[src/include/als_defs.vh]
`ifndef ALS_DEFS_VH
`define ALS_DEFS_VH
// clock rate in cycles per millisecond (10 MHz)
`define CLK_PER_MS      10000
// integration period per channel, standard and extended range
`define STD_INT_MS      400
`define EXT_INT_MS      80
`define STD_INT_CYC     (`STD_INT_MS * `CLK_PER_MS)
`define EXT_INT_CYC     (`EXT_INT_MS * `CLK_PER_MS)
// bus stuck-low timeout, least and longest
`define TMO_MIN_MS      25
`define TMO_MAX_MS      35
`define TMO_CYC         (`TMO_MIN_MS * `CLK_PER_MS)
// fixed 7-bit slave address 0111001
`define SLV_ADDR        7'h39
// command byte values
`define CMD_RST         8'h00
`define CMD_PWR_DOWN    8'h00
`define CMD_PWR_UP      8'h03
`define CMD_EXT_RANGE   8'h1d
`define CMD_STD_RANGE   8'h18
`define CMD_RD_CH0      8'h43
`define CMD_RD_CH1      8'h83
// read source selection
`define SEL_CMD         2'h0
`define SEL_CH0         2'h1
`define SEL_CH1         2'h2
// result byte layout
`define RES_VALID_BIT   7
`define RES_RST         8'h00
// bits per byte on the wire
`define BYTE_BITS       4'h8
`endif

[src/logic/light_converter.v]
`timescale 1ns/1ps
`include "als_defs.vh"

module light_converter #(
   parameter INT_W   = 23,
   parameter STD_CYC = `STD_INT_CYC,
   parameter EXT_CYC = `EXT_INT_CYC
)(
   input  wire       clk_sys,   // system clock
   input  wire       rst_b,     // synchronous reset, active low
   input  wire       run,       // converter powered up
   input  wire       ext,       // extended range selected
   input  wire       clr_valid, // pulse: power-up, drop valid flags
   input  wire [6:0] code0,     // channel 0 integrator code
   input  wire [6:0] code1,     // channel 1 integrator code
   output reg  [7:0] res0_r,    // channel 0 result register
   output reg  [7:0] res1_r     // channel 1 result register
);

   // last count of each period, cut to the counter width on purpose
   localparam [31:0]      STD_M1 = STD_CYC - 1;
   localparam [31:0]      EXT_M1 = EXT_CYC - 1;
   localparam [INT_W-1:0] STD_L  = STD_M1[INT_W-1:0];
   localparam [INT_W-1:0] EXT_L  = EXT_M1[INT_W-1:0];

   reg [INT_W-1:0] cnt_r;
   reg             ch_r;
   reg [6:0]       shadow_r;
   reg             xfer_r;
   reg             xfer_ch_r;
   wire [INT_W-1:0] lim;

   // range picks the period; a switch mid-integration takes effect at once
   assign lim = ext ? EXT_L : STD_L;

   // integration timebase, channel 0 then channel 1, free running while up
   always @(posedge clk_sys) begin
      if (!rst_b) begin
         cnt_r     <= {INT_W{1'b0}};
         ch_r      <= 1'b0;
         shadow_r  <= 7'h00;
         xfer_r    <= 1'b0;
         xfer_ch_r <= 1'b0;
      end else if (!run) begin
         cnt_r  <= {INT_W{1'b0}};
         ch_r   <= 1'b0;
         xfer_r <= 1'b0;
      end else if (cnt_r >= lim) begin
         cnt_r     <= {INT_W{1'b0}};
         shadow_r  <= ch_r ? code1 : code0;
         xfer_ch_r <= ch_r;
         xfer_r    <= 1'b1;
         ch_r      <= ~ch_r;
      end else begin
         cnt_r  <= cnt_r + {{(INT_W-1){1'b0}}, 1'b1};
         xfer_r <= 1'b0;
      end
   end

   // second stage of the double buffer: whole byte lands in one edge
   always @(posedge clk_sys) begin
      if (!rst_b) begin
         res0_r <= `RES_RST;
         res1_r <= `RES_RST;
      end else begin
         if (clr_valid) begin
            res0_r[`RES_VALID_BIT] <= 1'b0;
            res1_r[`RES_VALID_BIT] <= 1'b0;
         end
         if (xfer_r && !xfer_ch_r)
            res0_r <= {1'b1, shadow_r};
         if (xfer_r && xfer_ch_r)
            res1_r <= {1'b1, shadow_r};
      end
   end

endmodule // light_converter

[src/logic/ambient_light_smbus_readout.v]
// How it works
// standard range integrates 400 ms per channel
// extended range integrates 80 ms per channel
// bus held low 25-35 ms aborts transfer
// channel 0 integrates first, then channel 1
// results move through a double buffer
// next conversion starts without host action
// valid flag set once result written
// extended range is one fifth the time
// 8-bit command register, writable and readable
// two read-only result registers, one per channel
// answer only slave address 0111001
// send byte writes the command register
// receive byte returns command or selected channel
// 0x00 powers down, 0x03 powers up
// 0x1d extended range, 0x18 standard range
// 0x43 selects channel 0, 0x83 channel 1
// command register resets to 0x00, powered down
// range holds until power-down or new range
// after 0x03 a read returns 0x03
// works with SMBus 1.1 and 2.0 hosts
// result byte: valid, segment, position
// no conversion yet means valid flag clear
// power-down halts; power-up restarts at channel 0
`timescale 1ns/1ps
`include "als_defs.vh"

module ambient_light_smbus_readout #(
   parameter INT_W   = 23,
   parameter STD_CYC = `STD_INT_CYC,
   parameter EXT_CYC = `EXT_INT_CYC,
   parameter TMO_W   = 19,
   parameter TMO_CYC = `TMO_CYC
)(
   input  wire       clk_sys,          // 10 MHz system clock
   input  wire       rst_b,            // synchronous reset, active low
   input  wire       serial_clock_pin, // bus clock from host
   input  wire       sda_in,           // bus data level seen on the pin
   output wire       sda_out,          // bus data drive value, always low
   output wire       sda_oe,           // high while pulling data low
   input  wire [6:0] ch0_code,         // channel 0 integrator code
   input  wire [6:0] ch1_code,         // channel 1 integrator code
   output wire       powered,          // converter powered up
   output wire       ext_range,        // extended range in force
   output wire [7:0] ch0_result,       // channel 0 result register
   output wire [7:0] ch1_result        // channel 1 result register
);

   // one-hot slave states
   localparam [7:0] ST_IDLE = 8'h01;
   localparam [7:0] ST_ADDR = 8'h02;
   localparam [7:0] ST_ACKA = 8'h04;
   localparam [7:0] ST_WDAT = 8'h08;
   localparam [7:0] ST_ACKD = 8'h10;
   localparam [7:0] ST_RDAT = 8'h20;
   localparam [7:0] ST_RACK = 8'h40;
   localparam [7:0] ST_WAIT = 8'h80;

   // last watchdog count, cut to the counter width on purpose
   localparam [31:0]      TMO_M1 = TMO_CYC - 1;
   localparam [TMO_W-1:0] TMO_L  = TMO_M1[TMO_W-1:0];

   // pin synchronisers and filtered levels
   reg scl_s1_r;
   reg scl_s2_r;
   reg scl_s3_r;
   reg sda_s1_r;
   reg sda_s2_r;
   reg sda_s3_r;
   reg scl_f_r;
   reg sda_f_r;

   // slave engine
   reg [7:0]       st_r;
   reg [3:0]       bit_r;
   reg [7:0]       rx_r;
   reg [7:0]       tx_r;
   reg             rw_r;
   reg             drive_r;
   reg [TMO_W-1:0] tmo_r;

   // command side
   reg [7:0] cmd_r;
   reg [1:0] sel_r;
   reg       pwr_r;
   reg       ext_r;
   reg       clr_r;

   wire [7:0] res0;
   wire [7:0] res1;

   wire scl_ok;
   wire sda_ok;
   wire scl_rise;
   wire scl_fall;
   wire sda_rise;
   wire sda_fall;
   wire start_c;
   wire stop_c;
   wire tmo_hit;
   wire cmd_wr;
   wire sda_lvl;
   wire [7:0] rd_byte;

   // pick the byte a receive byte returns
   function [7:0] read_src;
      input [1:0] sel;
      input [7:0] cmd;
      input [7:0] r0;
      input [7:0] r1;
      begin
         case (sel)
            `SEL_CH0: read_src = r0;
            `SEL_CH1: read_src = r1;
            default:  read_src = cmd;
         endcase
      end
   endfunction

   // byte a receive byte would return right now
   assign rd_byte = read_src(sel_r, cmd_r, res0, res1);

   // three flops per pin; the first is only read by the second
   always @(posedge clk_sys) begin
      if (!rst_b) begin
         scl_s1_r <= 1'b1;
         scl_s2_r <= 1'b1;
         scl_s3_r <= 1'b1;
         sda_s1_r <= 1'b1;
         sda_s2_r <= 1'b1;
         sda_s3_r <= 1'b1;
      end else begin
         scl_s1_r <= serial_clock_pin;
         scl_s2_r <= scl_s1_r;
         scl_s3_r <= scl_s2_r;
         sda_s1_r <= sda_in;
         sda_s2_r <= sda_s1_r;
         sda_s3_r <= sda_s2_r;
      end
   end

   // a level counts once the second and third flops agree
   assign scl_ok   = (scl_s2_r == scl_s3_r);
   assign sda_ok   = (sda_s2_r == sda_s3_r);
   assign scl_rise = scl_ok &  scl_s2_r & ~scl_f_r;
   assign scl_fall = scl_ok & ~scl_s2_r &  scl_f_r;
   assign sda_rise = sda_ok &  sda_s2_r & ~sda_f_r;
   assign sda_fall = sda_ok & ~sda_s2_r &  sda_f_r;
   // data level as of this edge: our own ack release can land with a clock rise
   assign sda_lvl  = sda_ok ? sda_s2_r : sda_f_r;

   // start and stop: data moves while the clock stays high
   assign start_c = sda_fall & scl_f_r & ~scl_fall;
   assign stop_c  = sda_rise & scl_f_r & ~scl_fall;

   always @(posedge clk_sys) begin
      if (!rst_b) begin
         scl_f_r <= 1'b1;
         sda_f_r <= 1'b1;
      end else begin
         if (scl_ok)
            scl_f_r <= scl_s2_r;
         if (sda_ok)
            sda_f_r <= sda_s2_r;
      end
   end

   // stuck-low watchdog; only runs inside a transaction so an idle,
   // unpowered bus never trips it
   assign tmo_hit = (tmo_r == TMO_L);

   always @(posedge clk_sys) begin
      if (!rst_b) begin
         tmo_r <= {TMO_W{1'b0}};
      end else if (st_r == ST_IDLE || scl_rise || scl_fall || sda_rise || sda_fall) begin
         tmo_r <= {TMO_W{1'b0}};
      end else if ((!scl_f_r || !sda_f_r) && !tmo_hit) begin
         tmo_r <= tmo_r + {{(TMO_W-1){1'b0}}, 1'b1};
      end
   end

   // a send byte data phase completing with its own ack
   assign cmd_wr = (st_r == ST_WDAT) && scl_fall && (bit_r == `BYTE_BITS);

   // slave engine: bits sampled on clock rise, drive changed on clock fall
   always @(posedge clk_sys) begin
      if (!rst_b) begin
         st_r    <= ST_IDLE;
         bit_r   <= 4'h0;
         rx_r    <= 8'h00;
         tx_r    <= 8'h00;
         rw_r    <= 1'b0;
         drive_r <= 1'b0;
      end else if (tmo_hit) begin
         st_r    <= ST_IDLE;
         drive_r <= 1'b0;
      end else if (start_c) begin
         st_r    <= ST_ADDR; // repeated start restarts decoding
         bit_r   <= 4'h0;
         drive_r <= 1'b0;
      end else if (stop_c) begin
         st_r    <= ST_IDLE;
         drive_r <= 1'b0;
      end else begin
         case (st_r)
            ST_IDLE: begin
               drive_r <= 1'b0;
            end
            ST_ADDR: begin
               if (scl_rise) begin
                  rx_r  <= {rx_r[6:0], sda_lvl};
                  bit_r <= bit_r + 4'h1;
               end else if (scl_fall && bit_r == `BYTE_BITS) begin
                  if (rx_r[7:1] == `SLV_ADDR) begin
                     rw_r    <= rx_r[0];
                     drive_r <= 1'b1; // address ack
                     st_r    <= ST_ACKA;
                  end else begin
                     st_r <= ST_WAIT;
                  end
               end
            end
            ST_ACKA: begin
               if (scl_fall) begin
                  if (rw_r) begin
                     // byte frozen here, so a result update mid-read is unseen
                     tx_r    <= rd_byte;
                     drive_r <= ~rd_byte[7];
                     bit_r   <= 4'h1;
                     st_r    <= ST_RDAT;
                  end else begin
                     drive_r <= 1'b0;
                     bit_r   <= 4'h0;
                     st_r    <= ST_WDAT;
                  end
               end
            end
            ST_WDAT: begin
               if (scl_rise) begin
                  rx_r  <= {rx_r[6:0], sda_lvl};
                  bit_r <= bit_r + 4'h1;
               end else if (cmd_wr) begin
                  drive_r <= 1'b1; // data ack
                  st_r    <= ST_ACKD;
               end
            end
            ST_ACKD: begin
               if (scl_fall) begin
                  drive_r <= 1'b0;
                  st_r    <= ST_WAIT; // one byte per transaction
               end
            end
            ST_RDAT: begin
               if (scl_fall) begin
                  if (bit_r == `BYTE_BITS) begin
                     drive_r <= 1'b0; // let host ack or nack
                     st_r    <= ST_RACK;
                  end else begin
                     drive_r <= ~tx_r[6]; // open drain: drive only a zero
                     tx_r    <= {tx_r[6:0], 1'b0};
                     bit_r   <= bit_r + 4'h1;
                  end
               end
            end
            ST_RACK: begin
               if (scl_rise)
                  st_r <= ST_WAIT; // host ack is not needed for one byte
            end
            ST_WAIT: begin
               drive_r <= 1'b0;
            end
            default: begin
               st_r    <= ST_IDLE;
               drive_r <= 1'b0;
            end
         endcase
      end
   end

   // command register and its side effects; unknown bytes are stored only
   always @(posedge clk_sys) begin
      if (!rst_b) begin
         cmd_r <= `CMD_RST;
         sel_r <= `SEL_CMD;
         pwr_r <= 1'b0;
         ext_r <= 1'b0;
         clr_r <= 1'b0;
      end else begin
         clr_r <= 1'b0;
         if (cmd_wr && !tmo_hit && !start_c && !stop_c) begin
            cmd_r <= rx_r;
            case (rx_r)
               `CMD_PWR_DOWN: begin
                  pwr_r <= 1'b0;
                  ext_r <= 1'b0;
                  sel_r <= `SEL_CMD;
               end
               `CMD_PWR_UP: begin
                  pwr_r <= 1'b1;
                  clr_r <= ~pwr_r;
                  sel_r <= `SEL_CMD;
               end
               `CMD_EXT_RANGE: begin
                  ext_r <= 1'b1;
               end
               `CMD_STD_RANGE: begin
                  ext_r <= 1'b0;
               end
               `CMD_RD_CH0: begin
                  sel_r <= `SEL_CH0;
               end
               `CMD_RD_CH1: begin
                  sel_r <= `SEL_CH1;
               end
               default: begin
                  sel_r <= sel_r;
               end
            endcase
         end
      end
   end

   // converter timebase and result registers
   light_converter #(
      .INT_W   (INT_W),
      .STD_CYC (STD_CYC),
      .EXT_CYC (EXT_CYC)
   ) u_conv (
      .clk_sys   (clk_sys),
      .rst_b     (rst_b),
      .run       (pwr_r),
      .ext       (ext_r),
      .clr_valid (clr_r),
      .code0     (ch0_code),
      .code1     (ch1_code),
      .res0_r    (res0),
      .res1_r    (res1)
   );

   // outputs straight from flops, except sda_out, which is tied low
   assign sda_out    = 1'b0;
   assign sda_oe     = drive_r;
   assign powered    = pwr_r;
   assign ext_range  = ext_r;
   assign ch0_result = res0;
   assign ch1_result = res1;

endmodule // ambient_light_smbus_readout

[config.mk]
export PLATFORM = sky130hd
export DESIGN_NAME = ambient_light_smbus_readout
export DESIGN_NICKNAME = d
export VERILOG_FILES = /design/src/logic/light_converter.v /design/src/logic/ambient_light_smbus_readout.v
export VERILOG_INCLUDE_DIRS = /design/src /design/src/include
export SDC_FILE = /design/constraint.sdc
export NUM_CORES = 1
export LEC_CHECK = 0
export BUFFER_PORTS_ARGS = -buffer_cell sky130_fd_sc_hd__buf_4
export CORE_ASPECT_RATIO = 1.4
export CORE_UTILIZATION = 30
export DETAILED_ROUTE_END_ITERATION = 10
export PLACE_DENSITY = 0.56
export SYNTH_ARGS = -nofsm -noshare
export SYNTH_HDL_FRONTEND = slang
export SYNTH_SLANG_ARGS = --single-unit
[constraint.sdc]
create_clock -name clk_sys -period 4.1 [get_ports clk_sys]
set_input_delay 0.41 -clock clk_sys [delete_from_list [all_inputs] [get_ports clk_sys]]
set_output_delay 0.41 -clock clk_sys [all_outputs]
set_load 0.05 [all_outputs]
* Word-level counts from Yosys, hierarchy flattened
Index checks and enable logic that the tools add are counted.
Word-level totals: register bits 118, input bits 18, output and inout bits 20, word-level logic and storage cells 207
Operators by class: add/subtract/negate cells 3, $lt $le $gt $ge 1, eq/ne operators 47, mux-type cells 49, bitwise logic cells 28, reduce and logical (&&, ||, !) cells 49
Operators with widths (number):
- 8-bit two-way mux | 12
- 8-bit case mux with 7 select lines | 1
- 4-bit != test (second input constant) | 9
- 7-bit two-way mux | 5
- 2-bit != test (second input constant) | 13
- 8-bit by 5-bit == test with 1-bit output (second input constant) | 3
- 4-bit two-way mux | 6
- 23-bit by 1-bit adder with 23-bit output (second input constant) | 1
- 23-bit greater-or-equal comparator | 1
- 22-bit two-way mux | 1
- 10-bit AND reduction | 2
- 19-bit by 1-bit adder with 19-bit output (second input constant) | 1
- 19-bit by 18-bit == test with 1-bit output (second input constant) | 1
- 8-bit by 2-bit == test with 1-bit output (second input constant) | 2
- 8-bit by 7-bit == test with 1-bit output (second input constant) | 2
- 8-bit == test (second input constant) | 2
- 1-bit NOT | 16
- 8-bit case mux with 2 select lines | 1
- 1-bit two-way mux | 14
- 7-bit case mux with 2 select lines | 1
- 7-bit AND reduction | 2
- 1-bit bitwise AND | 12
- 4-bit case mux with 3 select lines | 1
- 2-bit OR reduction | 6
- other kinds (31) | 62

* Logic depth before layout (Yosys ltp)
depth after elaboration 10, depth in mapped cells 9

* Modules after synthesis
Synthesis repeated with hierarchy kept, for this count alone.
Second synthesis, totals: cell total of the unflattened synthesis 712, area total of the unflattened synthesis 6135.9 um^2
By module, submodules not included:
- ambient_light_smbus_readout | times used 1, cells each 448, area each 3691.0 um^2
- light_converter | times used 1, cells each 264, area each 2444.8 um^2

* Worst setup path after synthesis
OpenSTA, ideal clock, no wires.
path type register -> register, start reg ext_r (netlist: ext_range), end reg u_conv.cnt_r[10], arrival 2.256 ns, data required time 4.035 ns, setup slack 1.778 ns, stages on the path, launching flop included 9, clock period less this slack 2.322 ns, path through dfxtp_1 -> ha_1 -> a211oi_1 -> nand2_1 -> a211oi_1 -> nand2_1 -> a21o_1 -> clkbuf_1 -> nor2_1
Between the ends: cells in the longest elaborated chain, start to end 3
Ends and longest elaborated chain:
- from (decl) | line ambient_light_smbus_readout.v:86 | reg ext_r;
- from (signal assigned) | line ambient_light_smbus_readout.v:286 | ext_r <= 1'b0;
- from (signal assigned) | line ambient_light_smbus_readout.v:295 | ext_r <= 1'b0;
- from (signal assigned) | line ambient_light_smbus_readout.v:304 | ext_r <= 1'b1;
- 22-bit two-way mux | line light_converter.v:34 | assign lim = ext ? EXT_L : STD_L;
- 23-bit greater-or-equal comparator | line light_converter.v:48 | end else if (cnt_r >= lim) begin
- 3-bit OR reduction (no line)
- to (signal assigned) | line light_converter.v:39 | cnt_r <= {INT_W{1'b0}};
- to (signal assigned) | line light_converter.v:49 | cnt_r <= {INT_W{1'b0}};
- to (signal assigned) | line light_converter.v:55 | cnt_r <= cnt_r + {{(INT_W-1){1'b0}}, 1'b1};
- to (decl) | line light_converter.v:26 | reg [INT_W-1:0] cnt_r;
No other way between the ends. A chain may end at the register's enable or synchronous reset.

* Worst setup path after layout
start reg ext_r (netlist: ext_range), end reg u_conv.ch_r
Between the ends: cells in the longest elaborated chain, start to end 2
Ends and longest elaborated chain:
- 22-bit two-way mux | line light_converter.v:34
- 23-bit greater-or-equal comparator | line light_converter.v:48
- to (signal assigned) | line light_converter.v:53 | ch_r <= ~ch_r;
- to (decl) | line light_converter.v:27 | reg ch_r;
No other way between the ends.

==> reports/results.ini <==
[layout]
diodes=0
fill_cells=2017
drive_gt1_share_pct=13.1
final_util_pct=35.7
area.sequential_um2=2360
multi_input_area_um2=3230
synthToLayoutAreaGrowth_pct=17.1
design_area_um2=6840
nNetsFinal=742
fin_cells=968

[synthesis]
synth_seq_cells=118
synth.avg_cell_area_um2=8.54
post-synth-top-area-cell=dfxtp_1
synth.most_common_cell=dfxtp_1
synth_top_cell_area_share_pct=40.4
synthTopCellsByArea=dfxtp_1 40%, mux2i_1 7.7%, nor2_1 7.4%
syn_nets=719
seq_area_frac_synth_pct=40.4
netlist_area_um2=5840
ys.flop_type=dfxtp_1
synth_cell_types=69
synth_cells=684
ys_warn_count=0
async_flop_share_pct=0
synthTopCellsByCount=118 x dfxtp_1, 115 x nor2_1, 47 x nand2_1
synth_edf_count=0

[flow_run]
drv_cap=0

[critical_path]
crit_chain=ha_1, a211oi_1, nand2_1, a211oi_1, nand2_1, a21o_1, mux2i_1
worstSetupEndpointType=register
cp_slowest_cell=dfxtp_1
cp_top_family=compound AO/OA/AOI/OAI gates
crit_cells=7
crit_buf_inv=0
rr_worst_depth=7
slowest_delay_ns=0.46
cp-start-kind=register
cp.required_ns=4.44
crit_arrival_ns=2.74
critPathKind=register to register
path_max_fanout=24

[grt]
gr-usage-all-layers_pct=13.7
grt_pass1_vias=4557
grt_remaining_overflow=0
grt_pass1_wl_mm=21.9
grt_max_degree=55
antenna_found_initial=0

[placed_design]
dpl_cell_area_um2=6270
dp_slack_ns=1.65
io_buffers=36
dp.cells=936
dpl.hpwl_mm=9.19
place.gp.congestion=0.826

[routing]
first_pass_iters=5
route.met2.wl_mm=6.49
maxUsedRoutingLayer=met4
drtIter0Drc=237
drt-met1-wl_mm=6.01
wirelength_mm=13.0
drc_errors=0
vias_per_cell=4.88
ant_nets=0
vias=4719
met3RoutedLength_um=269
wl_per_cell_um=13.4

[timing]
finalSetupTns_ns=0
fin_crit_sh_pct=58.6
max_freq_mhz=416
finalMaxSlewViolations=0
tightestPinTransition_ns=0.946
holdWs_ns=0.176
rsz0062_at_grt=no
fin_skew_ns=0.0123
setup_viol=0
period_needed_ns=2.40
setup_slack_ns=1.70
final_hold_viol_count=0
relSlewSlack_pct=36.9

[clock_network]
cts_buffers=17
cts_tree=done
ctsResizeCount=0
root_buffer=clkbuf_16
path_clk_slew_ns=0.06
holdBufCountCts=0
insertion_delay_ns=0.42
clock_sinks=118
postCtsSetupRepairBufs=0
cts_buffer_depth=2
htree_levels=4

[floorplanning]
rows=60
initial_core_util_pct=30.5
die_y_um=167
boundaryPins=38
dieWidth_um=120
fp.coreArea_um2=19100
die_area_um2=20000

[hold_path]
hold_path_class=primary input to register
whs_path_depth=2

[pwr]
p_leak_nw=2.63
p_total_mw=2.63
powerDensity_nw_per_um2=385
worst_ir_drop_vdd_mv=0.275

[run_status]
outcome=completed

## worst paths after layout
kind	endpoint	from	slack, ns
max	u_conv.ch_r	ext_range	1.70
min	scl_s1_r	serial_clock_pin	0.18
max reg2reg	u_conv.ch_r	ext_range	1.70
min reg2reg	scl_s2_r	scl_s1_r	0.40
## cells in the final DEF (no fill, tap or decap), types with 7 or more instances in the layout
cell type	count
dfxtp_1	118
nor2_1	115
nand2_1	47
mux2i_1	45
buf_4	36
nand3_1	33
o21ai_0	28
a21oi_1	28
inv_1	25
xnor2_1	20
nor3_1	18
ha_1	17
clkbuf_16	17
nand4_1	15
xor2_1	14
a211oi_1	11
nand2b_1	10
a22oi_1	9
and3_1	8
or3_1	8
mux2_2	7
nor4_1	7
nor2b_1	7
## final cells by class
class                      instances  area share [%]
sequential                       118            34.5
inverter                          26            1.43
clock inverter                    15            2.10
multi-input combinational        508            47.2
tap                              248            4.53
timing repair buffer              36            3.95
clock buffer                      17            6.22
## logic make-up after synthesis
logic type	Yosys count	synth area share [%]
other cells	1	0.0642
compound gates	103	11.7
buf+inv	58	4.22
fa+ha+maj	17	3.64
flops	118	40.4
simple gates	301	25.8
mux	52	9.06
xor+xnor	34	5.10
## routing by layer
layer / global-route usage [%] / up-vias
li1: - / 2440
met1: 15.8 / 2199
met2: 23.3 / 61
met3: 3.54 / 19
met4: 6.85 / 0
met5: 0 / -
## worst reg2reg max path, cell delays in order (launching register included)
cell and delay (ns):
dfxtp_1 0.46, ha_1 0.29, a211oi_1 0.30, nand2_1 0.08
a211oi_1 0.36, nand2_1 0.09, a21o_1 0.45, mux2i_1 0.29
## power breakdown
| group | switching, mW | internal (mW) |
|---|---|---|
| registers | 0.00308 | 1.15 |
| logic | 0.0329 | 0.0212 |
| clock network | 0.579 | 0.846 |
| total | 0.615 | 2.02 |
## registers in the layout, indices dropped and copies added, names as in the netlist, 2 cells and up
register / count
cmd_r: 8
rx_r: 8
u_conv.shadow_r: 7
u_conv.res1_r: 8
tmo_r: 19
u_conv.res0_r: 8
st_r: 8
bit_r: 4
tx_r: 7
u_conv.cnt_r: 23
sel_r: 2
No activity file was read; power rests on OpenSTA's default activity.
